===== src/include/rss_map.svh =====
// register offsets, flag positions and timing figures of the reset sequencer
// assumes a 20 MHz system clock and a byte-addressed wishbone register window
`ifndef RSS_MAP_SVH
`define RSS_MAP_SVH
`define RSS_CAUSE_OFF      8'h00
`define RSS_CTRL_OFF       8'h04
`define RSS_STAT_OFF       8'h08
`define RSS_BIT_POR        0
`define RSS_BIT_PIN        1
`define RSS_BIT_BOD        2
`define RSS_BIT_WDT        3
`define RSS_BIT_SCAN       4
`define RSS_CAUSE_RST      8'h01
`define RSS_CLK_KHZ        20000
`define RSS_BOD_MIN_NS     2000
`define RSS_PIN_MIN_NS     1500
`define RSS_TOUT_CYC       65536
`define RSS_CTRL_WDT_EN    0
`define RSS_CTRL_SCAN      1
`endif


===== src/include/rss_pkg.sv =====
// types shared by the reset sequencer
// assumes rss_map.svh supplies the numeric constants
package rss_pkg;
    typedef logic [7:0] rss_byte_t;
    typedef enum logic [1:0] {
        RSS_HOLD = 2'b00,
        RSS_WAIT = 2'b01,
        RSS_RUN  = 2'b11
    } rss_state_e;
endpackage : rss_pkg


===== src/verilog/rss_reset_sequencer.sv =====
// reset source combiner, start-up delay counter and reset-cause register
// assumes detector and pin inputs already synchronous to sys_clk_i
//
// The Wishbone slave port and the register offsets were chosen for this implementation.
`timescale 1ns/1ps
`include "rss_map.svh"
module rss_reset_sequencer #(
    parameter int TOUT_CYC = `RSS_TOUT_CYC   // startup_timeout_period in cycles
) (
    input  wire logic          sys_clk_i,            // system clock
    input  wire logic          rst_i,                // sync reset, high
    input  wire logic          por_low_i,            // supply below poweron_threshold
    input  wire logic          rst_pin_n_i,          // external reset pin, low active
    input  wire logic          bod_low_i,            // supply below brownout_threshold
    input  wire logic          brownout_enable_fuse_i, // 1 = programmed
    input  wire logic          brownout_level_fuse_i,  // 1 = programmed
    input  wire logic          wdt_timeout_i,        // watchdog expiry pulse
    input  wire logic          scan_reset_i,         // scan reset register bit
    output logic               bod_level_hi_o,       // 1: 4.0V trigger, 0: 2.7V
    output logic               core_rst_o,           // reset to core, high
    input  wire logic          wb_cyc_i,             // wishbone cycle
    input  wire logic          wb_stb_i,             // wishbone strobe
    input  wire logic          wb_we_i,              // wishbone write
    input  wire logic [7:0]    wb_adr_i,             // byte address
    input  wire logic [3:0]    wb_sel_i,             // byte enables
    input  wire logic [31:0]   wb_dat_i,             // write data
    output logic [31:0]        wb_dat_o,             // read data
    output logic               wb_ack_o              // acknowledge
);
    import rss_pkg::*;

    // =========================================================
    // timing constants
    localparam int BOD_CYC = (`RSS_BOD_MIN_NS * `RSS_CLK_KHZ + 999999) / 1000000;
    localparam int PIN_CYC = (`RSS_PIN_MIN_NS * `RSS_CLK_KHZ + 999999) / 1000000;
    localparam int CW      = $clog2(TOUT_CYC + 1);

    // =========================================================
    // source filters
    logic [7:0]  bod_cnt_ff;
    logic [7:0]  pin_cnt_ff;
    logic        bod_det_ff;
    logic        pin_det_ff;
    logic        wdt_pulse_ff;
    logic        wdt_pulse_d_ff;
    logic        wdt_en_ff;
    logic        scan_sw_ff;
    logic        scan_rst;
    logic        bod_act;

    assign bod_level_hi_o = brownout_level_fuse_i;
    assign bod_act = brownout_enable_fuse_i & bod_low_i;

    always_ff @(posedge sys_clk_i) begin
        if (rst_i || !bod_act) begin
            bod_cnt_ff <= 8'h00;
            bod_det_ff <= 1'b0;
        end else if (bod_cnt_ff < 8'(BOD_CYC)) begin
            bod_cnt_ff <= bod_cnt_ff + 8'h01;
        end else begin
            bod_det_ff <= 1'b1;
        end
    end

    // pin width filter; pin is a level, held low keeps reset
    always_ff @(posedge sys_clk_i) begin
        if (rst_i || rst_pin_n_i) begin
            pin_cnt_ff <= 8'h00;
            pin_det_ff <= 1'b0;
        end else if (pin_cnt_ff < 8'(PIN_CYC)) begin
            pin_cnt_ff <= pin_cnt_ff + 8'h01;
        end else begin
            pin_det_ff <= 1'b1;
        end
    end

    always_ff @(posedge sys_clk_i) begin
        if (rst_i) begin
            wdt_pulse_ff   <= 1'b0;
            wdt_pulse_d_ff <= 1'b0;
        end else begin
            wdt_pulse_ff   <= wdt_timeout_i & wdt_en_ff & ~wdt_pulse_ff;
            wdt_pulse_d_ff <= wdt_pulse_ff;
        end
    end

    assign scan_rst = scan_reset_i | scan_sw_ff;

    // =========================================================
    // delay counter and sequencing
    rss_state_e  state_ff;
    logic [CW-1:0] tout_ff;
    logic        src_act;
    logic        wdt_fall;

    assign src_act  = pin_det_ff | bod_det_ff | scan_rst | wdt_pulse_ff;
    assign wdt_fall = wdt_pulse_d_ff & ~wdt_pulse_ff;

    // poweron holds; TOUT_CYC-cycle wait after drop
    always_ff @(posedge sys_clk_i) begin
        if (rst_i || por_low_i || src_act) begin
            state_ff <= RSS_HOLD;
            tout_ff  <= '0;
        end else begin
            unique case (state_ff)
                RSS_HOLD: begin
                    state_ff <= RSS_WAIT;
                    tout_ff  <= '0;
                end
                RSS_WAIT: begin
                    if (tout_ff >= CW'(TOUT_CYC - 1)) begin
                        state_ff <= RSS_RUN;
                    end
                    tout_ff <= tout_ff + CW'(1);
                end
                RSS_RUN: begin
                    if (wdt_fall) begin
                        state_ff <= RSS_WAIT;
                    end
                    tout_ff <= '0;
                end
            endcase
        end
    end

    always_ff @(posedge sys_clk_i) begin
        if (rst_i) begin
            core_rst_o <= 1'b1;
        end else begin
            core_rst_o <= por_low_i | src_act | (state_ff != RSS_RUN) | wdt_fall;
        end
    end

    // =========================================================
    // wishbone slave
    logic        req;
    logic        wr_cause;
    logic [4:0]  set_vec;
    rss_byte_t   cause_ff;

    assign req      = wb_cyc_i & wb_stb_i & ~wb_ack_o;
    assign wr_cause = req & wb_we_i & wb_sel_i[0] & (wb_adr_i == `RSS_CAUSE_OFF);

    always_ff @(posedge sys_clk_i) begin
        if (rst_i) begin
            wb_ack_o <= 1'b0;
        end else begin
            wb_ack_o <= req;
        end
    end

    always_ff @(posedge sys_clk_i) begin
        if (rst_i) begin
            wdt_en_ff  <= 1'b0;
            scan_sw_ff <= 1'b0;
        end else if (req && wb_we_i && wb_sel_i[0] && wb_adr_i == `RSS_CTRL_OFF) begin
            wdt_en_ff  <= wb_dat_i[`RSS_CTRL_WDT_EN];
            scan_sw_ff <= wb_dat_i[`RSS_CTRL_SCAN];
        end
    end

    assign set_vec[`RSS_BIT_POR]  = por_low_i;
    assign set_vec[`RSS_BIT_PIN]  = pin_det_ff;
    assign set_vec[`RSS_BIT_BOD]  = bod_det_ff;
    assign set_vec[`RSS_BIT_WDT]  = wdt_pulse_ff;
    assign set_vec[`RSS_BIT_SCAN] = scan_rst;

    // set wins over a software clear in the same cycle
    // poweron clears others
    // poweron flag cleared by software only
    always_ff @(posedge sys_clk_i) begin
        if (rst_i) begin
            cause_ff <= `RSS_CAUSE_RST;
        end else begin
            for (int i = 0; i < 5; i++) begin
                if (set_vec[i]) begin
                    cause_ff[i] <= 1'b1;
                end else if (i != `RSS_BIT_POR && por_low_i) begin
                    cause_ff[i] <= 1'b0;
                end else if (wr_cause && !wb_dat_i[i]) begin
                    cause_ff[i] <= 1'b0;
                end
            end
            cause_ff[7:5] <= 3'h0;
        end
    end

    // data from flip-flop; unmapped reads give zero
    always_ff @(posedge sys_clk_i) begin
        if (rst_i) begin
            wb_dat_o <= 32'h0000_0000;
        end else if (req) begin
            unique case (wb_adr_i)
                `RSS_CAUSE_OFF: wb_dat_o <= {24'h000000, cause_ff};
                `RSS_CTRL_OFF:  wb_dat_o <= {30'h0, scan_sw_ff, wdt_en_ff};
                `RSS_STAT_OFF:  wb_dat_o <= {28'h0, bod_level_hi_o, state_ff, core_rst_o};
                default:        wb_dat_o <= 32'h0000_0000;
            endcase
        end
    end
endmodule : rss_reset_sequencer


===== config.mk =====
export PLATFORM = sky130hd
export DESIGN_NAME = rss_reset_sequencer
export DESIGN_NICKNAME = d
export VERILOG_FILES = /design/src/include/rss_pkg.sv /design/src/verilog/rss_reset_sequencer.sv
export VERILOG_INCLUDE_DIRS = /design/src /design/src/include
export SDC_FILE = /design/constraint.sdc
export NUM_CORES = 1
export LEC_CHECK = 0
export ABC_AREA = 1
export BUFFER_PORTS_ARGS = -buffer_cell sky130_fd_sc_hd__buf_2
export CAP_MARGIN = 30
export CELL_PAD_IN_SITES_DETAIL_PLACEMENT = 0
export CELL_PAD_IN_SITES_GLOBAL_PLACEMENT = 1
export CORE_UTILIZATION = 31
export CTS_CLUSTER_DIAMETER = 40
export DETAILED_ROUTE_END_ITERATION = 7
export PLACE_DENSITY_LB_ADDON = 0.1
export SLEW_MARGIN = 20
export SYNTH_ARGS = -nofsm -noshare
export SYNTH_HDL_FRONTEND = slang
export SYNTH_SLANG_ARGS = --single-unit

===== constraint.sdc =====
create_clock -name sys_clk_i -period 1.3 [get_ports sys_clk_i]
set_input_delay 0.065 -clock sys_clk_i [delete_from_list [all_inputs] [get_ports sys_clk_i]]
set_output_delay 0.065 -clock sys_clk_i [all_outputs]
set_load 0.03 [all_outputs]

==> results.py, run 1 <==
metrics = {
    "placed_design": {
        "routabilityCongestion": 0.749,
        "dp_worst_setup_slack_ps": -83.4,
        "dp_hpwl_um": 3800,
        "placed_area_mm2": 0.00289,
        "port_buffers": 33,
    },
    "logic_synthesis": {
        "seq_area_frac_synth": 0.431,
        "synth-simple-area-share": 0.281,
        "synth_top_family_by_area": "simple AND/OR/NAND/NOR gates",
        "synth-compound-area-share": 0.0956,
        "syn_area_per_cell_um2": 7.39,
        "synth_cell_types": 29,
        "synthAdderAreaFrac": 0.0203,
        "synth.mux.area_fraction": 0,
        "ys_ff_latch": 53,
        "synthXorXnorAreaFrac": 0.0178,
        "syn_inst": 333,
        "synth_warnings": 0,
        "synth_area_mm2": 0.00246,
    },
    "floorplan": {
        "die_x_um": 91.1,
        "die_h_um": 91.1,
        "ioPinCount": 91,
        "initial_utilization": 0.320,
        "dieArea_mm2": 0.00830,
        "num_rows": 32,
        "core_mm2": 0.00769,
    },
    "cts": {
        "htreeDepth": 2,
        "clockBufferDepth": 2,
        "cts_sinks": 53,
        "root_buffer": "clkbuf_8",
        "tritoncts": "yes",
        "clk_pin_slew_worst_paths_ps": 90,
        "cts_buffers": 5,
        "clock_latency_ps": 300,
    },
    "drt": {
        "drt-initial-drc-count": 57,
        "wl_per_cell_um": 9.81,
        "drt_pass1_iterations": 4,
        "route.vias.total": 2126,
        "totalWireLength_um": 4990,
        "drc": 0,
        "viasPerCell": 4.18,
        "ant_nets": 0,
    },
    "critical_path": {
        "crit_chain": "ha_4, nand2_4, nor2_4, nand3_2, inv_2, nand2_2, nor2_2, ha_2, nor2_1",
        "end_kind": "flip-flop",
        "required_ps": 1540,
        "cp_slowest_cell": "dfxtp_2",
        "worstReg2RegEnd": "tout_ff[16]",
        "worstPathArrival_ps": 1590,
        "slowest_delay_ps": 360,
        "worst-setup-path-type": "flip-flop to flip-flop",
        "r2r-start": "tout_ff[1]",
        "cp-start-kind": "flip-flop",
        "crit_fanout": 2,
        "rrSetupSlack_ps": -40,
        "reg2reg_depth": 9,
    },
    "sta": {
        "grt_setup_unrepaired": "true",
        "finalSetupViolCount": 3,
        "finalCritPeriodShare": 1.03,
        "report.final.slew_viol_count": 0,
        "min_period_ps": 1340,
        "report.final.hold_viol_count": 0,
        "worst_slack_ps": -41.3,
        "fmax_ghz": 0.746,
        "fin_worst_skew_ps": 2.59,
    },
    "hold_path": {
        "holdPathStages": 3,
        "worstHoldEndpoint": "wdt_pulse_ff",
        "worstHoldStart": "wdt_timeout_i",
        "hp-class": "primary input to flip-flop",
    },
    "power_and_ir_drop": {
        "powerDensity_mw_per_mm2": 907,
        "power_uw": 2820,
        "p_leak_uw": 0.00133,
        "irDropWorstVdd_uv": 425,
    },
    "layout": {
        "final_cell_area_mm2": 0.00311,
        "layout.nets": 466,
        "drive_gt1_frac": 0.273,
        "area_growth_pct": 26.3,
        "final_util": 0.404,
        "num_antenna_cells": 0,
    },
    "grt": {
        "grt_pass1_vias": 1976,
        "grt_max_degree": 17,
        "grt_pass1_wl_um": 8710,
        "grt-ovfl-total": 0,
        "antenna_found_initial": 0,
        "grtUsageTotal": 0.128,
    },
    "status": {
        "failed_checks": "negative setup slack",
        "status": "finished, violations left",
    },
    "flow_run": {
        "drv_cap": 0,
    },
}
## worst max path at each step
stage                from           to  slack (ps)
6_report       tout_ff[1]  tout_ff[16]         -40
5_1_grt        tout_ff[1]  state_ff[1]        -180
4_1_cts        tout_ff[0]  state_ff[1]         -50
3_5_place_dp   tout_ff[1]  state_ff[1]         -80
3_3_place_gp   tout_ff[4]  state_ff[1]         -70
2_1_floorplan  tout_ff[1]  tout_ff[16]         -30
## flip-flops by register name, indices dropped and copies added, names as in the netlist
signal and count:
wdt_pulse_ff 1, wdt_en_ff 1, wdt_pulse_d_ff 1, wb_dat_o 5, state_ff 2, pin_det_ff 1, bod_cnt_ff 8, wb_ack_o 1
scan_sw_ff 1, cause_ff 5, tout_ff 17, bod_det_ff 1, core_rst_o 1, pin_cnt_ff 8
## placed cells by master, fill, tap and decap left out, types with 3 or more instances in the layout
cell type	count
a21oi_1	23
a31oi_1	3
buf_2	33
buf_4	33
clkbuf_8	5
conb_1	27
dfxtp_1	48
dfxtp_2	5
inv_1	37
nand2_1	64
nand3_1	20
nand3_2	5
nor2_1	41
nor2_2	5
nor2_4	5
nor3_1	3
nor3_2	3
o21a_1	3
o21ai_0	7
o21ai_1	3
o22ai_1	3
xnor2_1	3
## logic make-up (layout without fill, tap and decap cells)
family,Yosys count,count (layout)
compound gates,44,44
xor+xnor,5,5
fa+ha+maj,4,4
buf+inv,70,118
flops,53,53
other cells,1,27
simple gates,156,156
## layout make-up
class / instances / area (um2)
fillers: 834 / 4580
multi-input cells: 236 / 1220
flip-flops and latches: 53 / 1070
repair buffers: 70 / 455
inverters: 40 / 155
well taps: 102 / 128
clock buffers: 6 / 72.6
clock inverters: 2 / 15.0
## layer usage
metal / global-route usage / wire, um / part of all wire / vias up
met3: 0.0260 / 192 / 0.038 / 4
met4: 0.0357 / 52 / 0.010 / 0
met5: 0 / 0 / 0 / -
met1: 0.166 / 2420 / 0.49 / 935
li1: - / - / - / 1145
met2: 0.216 / 2330 / 0.47 / 42
## through the flow
| step | TNS [ps] | std cells | hold WS, ps |
|---|---|---|---|
| after CTS | -108 | 507 | 1.06 |
| after global placement | -185 | 494 | 316 |
| after floorplan | -50.5 | 359 | 168 |
| after global routing | -711 | 509 | 17.2 |
| final | -110 | 509 | 4.14 |
| after detailed placement | -235 | 494 | 318 |
## worst max-delay path, delay by kind of cell, from the launching register on
kind                       cells  cell delay [ps]
adders and majority gates      2              410
buffers and inverters          1               70
DFF                            1              360
and+or+nand+nor                6              430
## what timing repair did
action                                  CTS  global route
pin swaps                                 5             5
gates cloned                              0             0
resized for setup                         6            22
buffers inserted                          3             3
endpoints found under the hold margin     2             0
endpoints found under the setup margin    7            15
hold buffers                              2             0
## cells in the mapped netlist
master   instances  area (um2)
nor2_2           1        6.26
nor3_1           3        15.0
or2_2            1        6.26
nand3_1         24         120
nand4_1          1        6.26
inv_2            2        7.51
o21a_1           3        22.5
dfxtp_1         53        1060
or2_1            1        6.26
o22ai_1          3        18.8
a21oi_1         24         120
inv_1           38         143
nand2_1         67         251
nand3_2          2        20.0
nor3b_1          1        7.51
o21ai_0         11        55.1
ha_1             4        50.1
conb_1           1        3.75
buf_6            1        11.3
buf_2            1        5.00
xor2_1           2        17.5
and3_1           1        6.26
a31oi_1          3        18.8
nor2_4           2        22.5
buf_4           28         210
nor2_1          48         180
nor3_2           3        30.0
xnor2_1          3        26.3
nor3b_2          1        12.5
## power breakdown
| group | switching [uW] | internal, uW | leakage (uW) |
|---|---|---|---|
| Combinational | 184 | 67.6 | 0.000863 |
| Clock | 545 | 381 | 0.0000374 |
| Sequential | 9.15 | 1630 | 0.000431 |
| Total | 739 | 2080 | 0.00133 |
(Power assumes the default switching activity.)
==> inputs of run 2 (changes only) <==
--- a/config.mk
+++ b/config.mk
@@ -15,6 +15,8 @@
 export CTS_CLUSTER_DIAMETER = 40
 export DETAILED_ROUTE_END_ITERATION = 7
 export PLACE_DENSITY_LB_ADDON = 0.1
+export SETUP_SLACK_MARGIN = 0.5
+export SKIP_CTS_REPAIR_TIMING = 1
 export SLEW_MARGIN = 20
 export SYNTH_ARGS = -nofsm -noshare
 export SYNTH_HDL_FRONTEND = slang
==> constraint.sdc (replaced) <==
create_clock -name sys_clk_i -period 1.2 [get_ports sys_clk_i]
set_input_delay 0.06 -clock sys_clk_i [delete_from_list [all_inputs] [get_ports sys_clk_i]]
set_output_delay 0.06 -clock sys_clk_i [all_outputs]
set_load 0.03 [all_outputs]
==> run 2 against run 1 <==
The run still ends with negative setup slack left. Non-clock buffer count is 19 higher. Critical endpoint unchanged. Critical path depth unchanged. Global-route usage up 0.18 points. Clock power grew 36%. Final area grew 20%. First-iteration DRC count fell by 44%. Sequential power rose by 8%. Die area unchanged. Worst setup slack worse by 100 ps. Combinational power is 37% higher. Largest power group unchanged.
==> results.py, run 2 (synthesis gave the netlist of run 1 again) <==
metrics = {
    "power_and_ir_drop": {
        "p_sw_uw": 830,
        "pwr-share-clk": 0.373,
        "p_leak_uw": 0.00161,
        "power_frac_comb": 0.102,
        "p_int_uw": 2550,
        "irDropWorstVdd_uv": 514,
        "p_seq_frac": 0.525,
        "powerDensity_mw_per_mm2": 907,
        "p_sw_frac": 0.246,
    },
    "cts": {
        "clock_latency_ps": 300,
        "cts_buffers": 5,
        "clk_pin_slew_worst_paths_ps": 90,
        "htreeDepth": 2,
        "root_buffer": "clkbuf_8",
        "clockBufferDepth": 2,
        "tritoncts": "yes",
        "cts_sinks": 53,
    },
    "critical_path": {
        "worst-setup-path-type": "flip-flop to flip-flop",
        "crit_fanout": 3,
        "required_ps": 1440,
        "worstPathArrival_ps": 1590,
        "cp-start-kind": "flip-flop",
        "end_kind": "flip-flop",
    },
    "placed_design": {
        "dp_worst_setup_slack_ps": -126,
        "dp_hpwl_um": 4190,
        "port_buffers": 33,
        "routabilityCongestion": 0.747,
    },
    "drt": {
        "ant_nets": 0,
        "wl_per_cell_um": 10.5,
        "viasPerCell": 4.22,
        "drc": 0,
        "route.vias.total": 2229,
        "totalWireLength_um": 5560,
        "drt-initial-drc-count": 32,
        "drt_pass1_iterations": 4,
    },
    "sta": {
        "grt_setup_unrepaired": "true",
        "worst_slack_ps": -145,
        "finalSetupViolCount": 6,
        "min_period_ps": 1340,
        "fin_worst_skew_ps": 8.14,
        "finalCritPeriodShare": 1.12,
        "report.final.hold_viol_count": 0,
        "fmax_ghz": 0.744,
        "report.final.slew_viol_count": 0,
    },
    "layout": {
        "largest_registers": "tout_ff (17), bod_cnt_ff (8), pin_cnt_ff (8)",
        "regMostFlops": "tout_ff",
        "final_cell_mix": "50 x nand2_1, 42 x buf_4, 31 x nor2_1, 29 x inv_1",
        "final_util": 0.484,
        "largest_reg_flops": 17,
        "num_antenna_cells": 0,
        "final_common_cell": "nand2_1",
        "area_growth_pct": 51.3,
        "layout.nets": 485,
        "drive_gt1_frac": 0.498,
    },
    "grt": {
        "grt-ovfl-total": 0,
        "grt_max_degree": 17,
        "grt_pass1_vias": 1981,
        "antenna_found_initial": 0,
        "grtUsageTotal": 0.130,
        "grt_pass1_wl_um": 8630,
    },
    "flow_run": {
        "drv_cap": 0,
    },
    "floorplan": {
        "num_rows": 32,
        "die_h_um": 91.1,
        "initial_utilization": 0.320,
        "core_mm2": 0.00769,
        "die_x_um": 91.1,
        "dieArea_mm2": 0.00830,
        "ioPinCount": 91,
    },
    "status": {
        "failed_checks": "negative setup slack",
        "status": "finished, violations left",
    },
    "hold_path": {
        "hp-class": "primary input to flip-flop",
    },
}
[run 2: changes by cell type in the layout (fill, tap and decap cells not counted), sizes merged]
| cell | previous run | this run |
|---|---|---|
| buf | 68 | 87 |
| bufinv | 0 | 1 |
| clkinv | 0 | 1 |
| clkinvlp | 2 | 1 |
| inv | 40 | 39 |
[run 2: per-layer routing]
layer | track usage | routed length (um)
met5 | 0 | 0
met4 | 0.0397 | 48
met2 | 0.233 | 2910
met1 | 0.153 | 2380
met3 | 0.0302 | 217
[run 2: path summary, 6_finish.rpt]
kind | from | end | slack [ps] | cells after the start
worst max-delay path | tout_ff[0] | tout_ff[16] | -140 | 9
worst min-delay path | wb_dat_i[0] | cause_ff[0] | 5 | 3
worst max register to register | tout_ff[0] | tout_ff[16] | -140 | 9
worst min register to register | pin_cnt_ff[6] | pin_cnt_ff[6] | 440 | 2
[run 2: per-stage QoR]
| step | hold WS, ps | std cells | TNS, ps | power [uW] | cell area [um2] |
|---|---|---|---|---|---|
| floorplan | 162 | 359 | -234 | 2090 | 2710 |
| global placement | 286 | 507 | -212 | 2110 | 3090 |
| detailed placement | 288 | 507 | -273 | 2120 | 3090 |
| CTS | -39.8 | 515 | -354 | 3420 | 3210 |
| global route | 3.35 | 528 | -1540 | 3550 | 3720 |
| finish | 5.31 | 528 | -373 | 3380 | 3720 |
[run 2: layout make-up]
type	instances	area, um2
fillers	777	3960
well taps	102	128
flip-flops and latches	53	1110
repair buffers	89	683
multi-input cells	236	1500
clock buffers	6	82.6
clock inverters	2	37.5
inverters	40	183
[run 2: worst max-delay path: stages, from the launching register on]
cell and delay [ps]:
dfxtp_2 370, ha_4 150, nand2_4 50, nor2_4 90, nand3_2 70, inv_2 80, nand2_2 60, nor2_2 80
ha_2 260, nor2_1 80
[run 2: power by group through the flow]
stage | combinational (uW) | clock (uW) | sequential, uW
2_1_floorplan | 258 | 0 | 1830
3_3_place_gp | 291 | 0 | 1820
3_5_place_dp | 292 | 0 | 1820
4_1_cts | 293 | 1340 | 1780
5_1_grt | 371 | 1400 | 1780
6_report | 345 | 1260 | 1770
